`src/mceb_pkg.sv`:
```
// Purpose: shared constants and carrier types for the machine error bank block
// Assumes: one core clock, software access through a plain model-register port
// Notes:   bank register addresses follow the first bank at a fixed base
package mceb_pkg;
  localparam logic [7:0]  MCEB_EXC_VECTOR      = 8'h12;      // exception vector 18
  localparam logic [31:0] MCEB_BANK_BASE       = 32'h0000_0400;
  localparam logic [31:0] MCEB_CAP_ADDR        = 32'h0000_0179;
  localparam logic [31:0] MCEB_GSTAT_ADDR      = 32'h0000_017A;
  localparam logic [31:0] MCEB_LEGACY_ADDR_REG = 32'h0000_0000;
  localparam logic [31:0] MCEB_LEGACY_TYPE_REG = 32'h0000_0001;
  localparam int          MCEB_REGS_PER_BANK   = 4;          // ctl, status, addr, misc
  localparam logic [1:0]  MCEB_OFS_STATUS      = 2'h1;
  localparam logic [1:0]  MCEB_OFS_ADDR        = 2'h2;
  localparam logic [1:0]  MCEB_OFS_MISC        = 2'h3;
  // bank status field positions
  localparam int          MCEB_ST_VALID        = 63;
  localparam int          MCEB_ST_OVER         = 62;
  localparam int          MCEB_ST_UNCORR       = 61;
  localparam int          MCEB_ST_EN           = 60;
  localparam int          MCEB_ST_MISC_OK      = 59;
  localparam int          MCEB_ST_ADDR_OK      = 58;
  localparam int          MCEB_ST_CTX          = 57;
  // global status and capability field positions
  localparam int          MCEB_GS_RESTART      = 0;
  localparam int          MCEB_GS_POINTER      = 1;
  localparam int          MCEB_GS_IN_PROG      = 2;
  localparam int          MCEB_CAP_RECOV       = 24;
  localparam logic [63:0] MCEB_RESET_VALUE     = 64'h0000_0000_0000_0000;

  // one detected error as the detectors present it
  typedef struct packed {
    logic        uncorrected;
    logic        context_corrupt;
    logic        restart_ok;
    logic        pointer_related;
    logic        addr_ok;
    logic        misc_ok;
    logic [15:0] code;
    logic [63:0] addr;
    logic [63:0] misc;
  } mceb_err_type;
endpackage : mceb_pkg

```
`src/mceb_bank_if.sv`:
```
// Purpose: carrier between the top block and each error bank
// Assumes: one core clock
// Notes:   log strobe, software write and bank state travel together
`timescale 1ns/1ns
`default_nettype none
interface mceb_bank_if;
  import mceb_pkg::*;
  logic         log_stb;     // detector logs an error into this bank
  mceb_err_type err;
  logic         clr_stb;     // software writes the status register
  logic [63:0]  clr_data;
  logic [63:0]  status;
  logic [63:0]  addr;
  logic [63:0]  misc;
  modport top  (output log_stb, err, clr_stb, clr_data, input status, addr, misc);
  modport bank (input log_stb, err, clr_stb, clr_data, output status, addr, misc);
endinterface : mceb_bank_if
`default_nettype wire

```
`src/mceb_bank.sv`:
```
// Purpose: one error-reporting bank with status, address and misc registers
// Assumes: software write and a new error may land in the same cycle
// Notes:   a new error beats a software clear so nothing is lost
`timescale 1ns/1ns
`default_nettype none
module mceb_bank
  import mceb_pkg::*;
(
  input  wire logic  mclk_in,
  input  wire logic  reset_in,
  input  wire logic  clk_en_in,
  mceb_bank_if.bank  bus
);
  logic [63:0] status_q;
  logic [63:0] status_d;
  logic [63:0] addr_q;
  logic [63:0] misc_q;
  logic [63:0] logged;

  // fresh status word built from the detector report
  assign logged = {1'b1, status_q[MCEB_ST_VALID], bus.err.uncorrected, 1'b1,
                   bus.err.misc_ok, bus.err.addr_ok, bus.err.context_corrupt,
                   41'h0, bus.err.code};
  // a second error on a full bank marks overflow and context corrupt and keeps the first
  assign status_d = bus.log_stb ? (status_q[MCEB_ST_VALID] ?
                      (status_q | 64'h4200_0000_0000_0000) : logged) :
                    bus.clr_stb ? bus.clr_data : status_q;

  always_ff @(posedge mclk_in) begin
    if (reset_in) begin
      status_q <= MCEB_RESET_VALUE;
      addr_q   <= MCEB_RESET_VALUE;
      misc_q   <= MCEB_RESET_VALUE;
    end else if (clk_en_in) begin
      status_q <= status_d;
      if (bus.log_stb && !status_q[MCEB_ST_VALID]) begin
        addr_q <= bus.err.addr;
        misc_q <= bus.err.misc;
      end
    end
  end

  assign bus.status = status_q;
  assign bus.addr   = addr_q;
  assign bus.misc   = misc_q;
endmodule : mceb_bank
`default_nettype wire

```
`src/mceb_top.sv`:
```
// Purpose: machine error banks, global status, capability and exception raise
// Assumes: detectors give one error per cycle with a bank index
// Notes:   model registers are read and written through a plain port
//
// Operation
// - exception delivered on vector eighteen
// - bank zero starts at address 400H
// - capability count reports implemented banks
// - valid set only when bank logged; a software write to the bank status register can also set it
// - hardware corrects; uncorrected flag shows outcome
// - corrected errors logged, no exception
// - context corrupt or overflow marks unrecoverable
// - restart valid only if resume reliable
// - pointer valid when pushed pointer relates
// - in-progress set on every exception
// - uncorrected error while in progress means shutdown
// - writing zeros clears overflow and valid
// - cleared bank accepts next error
// - address and misc valid flags set
// - legacy registers may read invalid
// - capability bit 24 shows recoverable support
`timescale 1ns/1ns
`default_nettype none
module mceb_top
  import mceb_pkg::*;
#(
  parameter int         NUM_BANKS     = 4,
  parameter logic       RECOV_SUPPORT = 1'b0
) (
  input  wire logic        mclk_in,
  input  wire logic        reset_in,
  input  wire logic        clk_en_in,
  input  wire logic        err_valid_in,
  input  wire logic [7:0]  err_bank_in,
  input  wire logic        err_uncorrected_in,
  input  wire logic        err_context_corrupt_in,
  input  wire logic        err_restart_ok_in,
  input  wire logic        err_pointer_related_in,
  input  wire logic        err_addr_ok_in,
  input  wire logic        err_misc_ok_in,
  input  wire logic [15:0] err_code_in,
  input  wire logic [63:0] err_addr_in,
  input  wire logic [63:0] err_misc_in,
  input  wire logic        msr_rd_in,
  input  wire logic        msr_wr_in,
  input  wire logic [31:0] msr_addr_in,
  input  wire logic [63:0] msr_wdata_in,
  output logic      [63:0] msr_rdata_out,
  output logic             msr_hit_out,
  output logic             machine_error_exception_out,
  output logic      [7:0]  exception_vector_out,
  output logic             shutdown_out,
  output logic             restart_valid_flag_out,
  output logic             error_pointer_valid_flag_out,
  output logic             exception_in_progress_flag_out
);
  mceb_bank_if bank_bus [NUM_BANKS] ();

  logic         restart_q;
  logic         pointer_q;
  logic         in_prog_q;
  logic         shut_q;
  logic         exc_q;
  logic [63:0]  rdata_q;
  logic         hit_q;
  logic         raise;
  logic         recurse;
  logic         gstat_wr;
  logic         bank_space;
  logic [31:0]  bank_rel;
  logic [7:0]   sel_bank;
  logic [1:0]   sel_reg;
  logic [63:0]  cap_word;
  logic [63:0]  gstat_word;
  logic [63:0]  bank_rd [NUM_BANKS];

  // address decode of the whole bank window; four registers per bank
  function automatic logic bank_hit(input logic [31:0] a, input int nb);
    logic [31:0] span;
    span = 32'(nb * MCEB_REGS_PER_BANK);
    return (a >= MCEB_BANK_BASE) && (a < MCEB_BANK_BASE + span);
  endfunction : bank_hit

  // only uncorrected errors raise the exception; corrected ones just log
  assign raise    = err_valid_in && err_uncorrected_in && !shut_q;
  assign recurse  = raise && in_prog_q;
  assign gstat_wr = msr_wr_in && (msr_addr_in == MCEB_GSTAT_ADDR);

  // bank window decode
  assign bank_space = bank_hit(msr_addr_in, NUM_BANKS);
  assign bank_rel   = msr_addr_in - MCEB_BANK_BASE;
  assign sel_bank   = bank_rel[9:2];
  assign sel_reg    = bank_rel[1:0];

  // capability: bank count low byte, recoverable support at bit 24
  assign cap_word = {39'h0, RECOV_SUPPORT, 16'h0, 8'(NUM_BANKS)};
  assign gstat_word = {61'h0, in_prog_q, pointer_q, restart_q};

  // per-bank wiring of detector strobes and software writes
  genvar gi;
  generate
    for (gi = 0; gi < NUM_BANKS; gi++) begin : g_bank
      assign bank_bus[gi].log_stb = err_valid_in && (err_bank_in == 8'(gi));
      assign bank_bus[gi].err = '{err_uncorrected_in, err_context_corrupt_in,
                                  err_restart_ok_in, err_pointer_related_in,
                                  err_addr_ok_in, err_misc_ok_in, err_code_in,
                                  err_addr_in, err_misc_in};
      assign bank_bus[gi].clr_stb  = msr_wr_in && bank_space &&
                                     (sel_bank == 8'(gi)) && (sel_reg == MCEB_OFS_STATUS);
      assign bank_bus[gi].clr_data = msr_wdata_in;
      assign bank_rd[gi] = (sel_reg == MCEB_OFS_STATUS) ? bank_bus[gi].status :
                           (sel_reg == MCEB_OFS_ADDR)   ? bank_bus[gi].addr   :
                           (sel_reg == MCEB_OFS_MISC)   ? bank_bus[gi].misc   : 64'h0;
      mceb_bank u_bank (
        .mclk_in   (mclk_in),
        .reset_in  (reset_in),
        .clk_en_in (clk_en_in),
        .bus       (bank_bus[gi])
      );
    end
  endgenerate

  // global status: hardware set wins over a software write in one cycle
  always_ff @(posedge mclk_in) begin
    if (reset_in) begin
      restart_q <= 1'b0;
      pointer_q <= 1'b0;
      in_prog_q <= 1'b0;
      shut_q    <= 1'b0;
      exc_q     <= 1'b0;
    end else if (clk_en_in) begin
      exc_q <= raise && !in_prog_q;
      if (recurse) begin
        shut_q <= 1'b1;
      end
      if (raise && !in_prog_q) begin
        in_prog_q <= 1'b1;
        restart_q <= err_restart_ok_in && !err_context_corrupt_in;
        pointer_q <= err_pointer_related_in;
      end else if (gstat_wr) begin
        in_prog_q <= msr_wdata_in[MCEB_GS_IN_PROG];
        restart_q <= msr_wdata_in[MCEB_GS_RESTART];
        pointer_q <= msr_wdata_in[MCEB_GS_POINTER];
      end
    end
  end

  // register read port; legacy registers answer zero, their data is not valid
  always_ff @(posedge mclk_in) begin
    if (reset_in) begin
      rdata_q <= MCEB_RESET_VALUE;
      hit_q   <= 1'b0;
    end else if (clk_en_in) begin
      hit_q <= msr_rd_in;
      if (!msr_rd_in) begin
        rdata_q <= MCEB_RESET_VALUE;
      end else if (msr_addr_in == MCEB_CAP_ADDR) begin
        rdata_q <= cap_word;
      end else if (msr_addr_in == MCEB_GSTAT_ADDR) begin
        rdata_q <= gstat_word;
      end else if (bank_space && sel_bank < 8'(NUM_BANKS)) begin
        rdata_q <= bank_rd[sel_bank[$clog2(NUM_BANKS)-1:0]];
      end else begin
        rdata_q <= MCEB_RESET_VALUE;
      end
    end
  end

  assign msr_rdata_out                  = rdata_q;
  assign msr_hit_out                    = hit_q;
  assign machine_error_exception_out    = exc_q;
  assign exception_vector_out           = MCEB_EXC_VECTOR;
  assign shutdown_out                   = shut_q;
  assign restart_valid_flag_out         = restart_q;
  assign error_pointer_valid_flag_out   = pointer_q;
  assign exception_in_progress_flag_out = in_prog_q;
endmodule : mceb_top
`default_nettype wire

```
`config.mk`:
```
export PLATFORM = sky130hd
export DESIGN_NAME = mceb_top
export DESIGN_NICKNAME = d
export VERILOG_FILES = /design/src/mceb_pkg.sv /design/src/mceb_bank_if.sv /design/src/mceb_bank.sv /design/src/mceb_top.sv
export SDC_FILE = /design/constraint.sdc
export NUM_CORES = 2
export LEC_CHECK = 0
export ABC_AREA = 1
export BUFFER_PORTS_ARGS = -buffer_cell sky130_fd_sc_hd__buf_2
export CORE_MARGIN = 10
export CORE_UTILIZATION = 50
export DETAILED_ROUTE_END_ITERATION = 8
export PLACE_DENSITY = 0.78
export SKIP_CTS_REPAIR_TIMING = 1
export SYNTH_ARGS = -nofsm -noshare
export SYNTH_HDL_FRONTEND = slang
export SYNTH_SLANG_ARGS = --single-unit
```
`constraint.sdc`:
```
create_clock -name mclk_in -period 2.68 [get_ports mclk_in]
set_clock_uncertainty 0.1 [all_clocks]
set_input_delay 0.268 -clock mclk_in [delete_from_list [all_inputs] [get_ports mclk_in]]
set_output_delay 0.268 -clock mclk_in [all_outputs]
set_load 0.02 [all_outputs]
```
==> metrics.md <==
| Metric | Value |
|---|---|
| Gp weighted congestion | approximately 0.95 |
| CTS HTree Levels | 3 |
| Final WL | around 140,000 um |
| CP max stage delay | between 0.5 and 0.6 ns |
| Initial Utilization | 50.4% |
| Setup TNS Final | 0 ns |
| CP top delay family | buffers and inverters |
| Average size of a mapped cell | 7.00 um^2 |
| Post-synth EDFFs | 0 |
| Worst setup startpoint | msr_addr_in[15] |
| Tcrit/Tclk final | 85.9% |
| Ys flop type | dfxtp_1 |
| Die ar. | ~86,000 um^2 |
| Worst R2R Start | g_bank[2].u_bank.bus.status[63]$_SDFFE_PP0P_ |
| Post-DRT Antenna Nets | 0 |
| CP Class | in -> reg |
| Final setup viols | 0 |
| Total clock sinks | 838 |
| Overflow left after global routing | 0 |
| Post-synth cell types | 33 |
| Finished Layout Cells | 6,689 |
| Logic pwr share | 7.9% |
| Tot GR Track Use | roughly 30% |
| Outcome | complete, but fails checks |
| Layout area overhead | 20.7% |
| Fraction of registers with async set or reset after synthesis | 0% |
| WHS | -0.0569 ns |
| Dpl hpwl | 79,200 um |
| Fin. Hold Viols | 10 |
| Leading area contributor after synthesis | dfxtp_1 |
| Slowest stage cell on the critical path | dlygate4sd3_1 |
| Top cells by area, synth | dfxtp_1 (45%), a21oi_1 (11%), o21ai_0 (10%), nand2_1 (8.8%), inv_1 (6.6%) |
| Startpoint types | input pin |
| Via density | slightly below 6 |
| Maximum capacitance violations | 0 |
| Largest net degree at the start of global routing | 165 |
| CP max FO | between 40 and 50 |
| Wire length of the first global-routing pass | 205,000 um |
| Crit path DAT | about 2.8 ns |
| Port-buffer cells | 329 |
| CP endpoint kind | flop |
| Min Tclk post-route | approximately 2.3 ns |
| Num CTS Buffers | 89 |
| Clock Power Share | 47.2% |
| Share of power burned in registers | between 40% and 50% |
| Hold Path Depth | 5 |
| Row Count | 100 |
| Internal power | 0.0210 W |
| Failing checks | hold timing |
| Hold_sp | msr_wdata_in[10] |
| IO Count | 338 |
| Antenna violations before repair | 17 |
| Pwr Total | 0.0278 W |
| Detailed Routing Iterations Pass 1 | 9 |
| Synth cell count leaders | nand2_1 (881), dfxtp_1 (838), a21oi_1 (808), o21ai_0 (748), inv_1 (663) |
| Hold Crit Class | in -> reg |
| Leak Pwr | around 17 nW |
| Core area | 74,400 um^2 |
| Vias in the first global route | 35,300 |
| Levels on crit path | 12 |
| #FFs+latches synth | between 800 and 900 |
| Mapped cell area | 37,500 um^2 |
| Nets | about 5,900 |
| Peak supply drop | 0.500 mV |
| Die Width | about 290 um |
| Routed len/inst | between 20 and 25 um |
| Peak Freq | 434 MHz |
| Worst EP required | 3.18 ns |
| Clock Pin Slew Worst Setup and Hold Paths | 0.06 ns |
| Max Root-Sink Buffers | 3 |
| Clk root buf | clkbuf_16 |
| Layout cells sized above 1 | 10.6% |
| Most frequent cell after synthesis | nand2_1 |
| Power per Cell Area | 614 nW/um^2 |
| Crit path buffers/inverters | 4 |
| Critical-path cell list | buf_2, nor2_1, nand4_1, a21oi_2, nand2_2, nor2_1, nand3_1, inv_2, buf_12, nand2_1, a21oi_1, dlygate4sd3_1 |
| Critical path's most frequent cell | nor2_1 |
| Synth Warn # | 0 |
| Worst reg-to-reg path cell count | 6 |
| RSZ-0062 raised after global routing | no |
| Via count | 39,500 |
| Switching Fraction | 24.6% |
| Clock Latency Late Sink | 0.67 ns |
| CTS tree | yes |
| Post-synthesis sequential area ratio | 44.7% |
| Worst-Margin Slew | 0.975 ns |
| Placed insts | ~6,300 |
| Synth top area share | approximately 45% |
| Cell count after synthesis | 5,358 |
| Max-Slew Margin vs Limit | 35.0% |
| DRC | 0 |
| P_sw | about 0.0068 W |
| Die Y | 294 um |
| First DRT Iteration DRCs | 5,178 |
| Fin. max-slew vios | 0 |
layout by cell type (no fill, tap or decap), drive strengths merged:
| cell type | count |
|---|---|
| o21ai | 770 |
| dfxtp | 838 |
| nand4 | 184 |
| and3 | 1 |
| o211ai | 1 |
| nor3 | 3 |
| nand3 | 132 |
| o2111ai | 5 |
| diode | 19 |
| a22oi | 3 |
| o22ai | 193 |
| nor2 | 300 |
| nand2 | 883 |
| a21oi | 810 |
| dlygate4sd3 | 216 |
| buf | 422 |
| clkinvlp | 4 |
| o221ai | 73 |
| or2 | 1 |
| conb | 8 |
| o21a | 1 |
| inv | 674 |
| clkbuf | 128 |
| bufinv | 10 |
| clkinv | 22 |
| a22o | 19 |
per-stage QoR:
step / instance area (um^2) / util, % / setup slack, ns / hold slack [ns]
after floorplan: 37500 / - / 0.864 / 0.303
after global placement: 39900 / 53.7 / 0.297 / 0.330
after detailed placement: 39900 / 53.7 / 0.329 / 0.334
after CTS: 43100 / 57.8 / 0.745 / -0.242
after global routing: 45300 / 60.8 / 0.298 / 0.00331
final: 45300 / 60.8 / 0.378 / -0.0569
final cells by class:
class | count | area (um^2)
Timing Repair Buffer | 638 | 5100
Antenna cell | 19 | 47.5
Fill cell | 6470 | 29200
Inverter | 674 | 2540
Clock buffer | 128 | 2590
Multi-Input combinational cell | 3387 | 16500
Tap cell | 969 | 1210
Sequential cell | 838 | 16800
Clock inverter | 36 | 524
power by group through the flow:
stage	clock network, W	logic [W]	registers (W)
floorplan	0	0.00103	0.0128
global placement	0	0.00183	0.0128
detailed placement	0	0.00184	0.0128
CTS	0.0132	0.00185	0.0125
global route	0.0137	0.00235	0.0125
finish	0.0131	0.00220	0.0125
kinds of logic (layout without fill, tap and decap cells):
group	count (synthesis)	count (layout)	synth area share [%]
AOI/OAI and AO/OA	1875	1875	26.7
buffers and inverters	1139	1476	11.7
DFF	838	838	44.7
other	2	27	0.0200
and+or+nand+nor	1504	1504	16.8
final timing paths:
kind / end / slack (ns)
max: g_bank[2].u_bank.bus.status[24]$_SDFFE_PP0P_ / 0.38
min: g_bank[3].u_bank.bus.status[10]$_SDFFE_PP0P_ / -0.06
max reg2reg: g_bank[2].u_bank.bus.status[24]$_SDFFE_PP0P_ / 0.64
min reg2reg: g_bank[1].u_bank.bus.misc[32]$_SDFFE_PP0P_ / 0.34
worst register-to-register path, cell delays in order (launching register included):
cell           delay, ns
dfxtp_1             0.47
nand2_1             0.15
nand3_2             0.12
buf_12              0.27
nand2_1             0.13
a21oi_1             0.15
dlygate4sd3_1       0.59
routing by layer:
metal	vias up	track usage (%)	part of all wire, %
li1	18400	-	-
met1	18100	37.8	39
met2	2516	46.2	45
met3	488	6.54	11
met4	12	15.3	4.6
met5	-	0	0.042
sequential cells by signal, indices dropped and copies added (netlist names):
register / flops
machine_error_exception_out: 1
msr_hit_out: 1
restart_valid_flag_out: 1
g_bank.u_bank.bus.addr: 256
exception_in_progress_flag_out: 1
g_bank.u_bank.bus.status: 256
g_bank.u_bank.bus.misc: 256
error_pointer_valid_flag_out: 1
msr_rdata_out: 64
shutdown_out: 1
(Power assumes the default switching activity.)
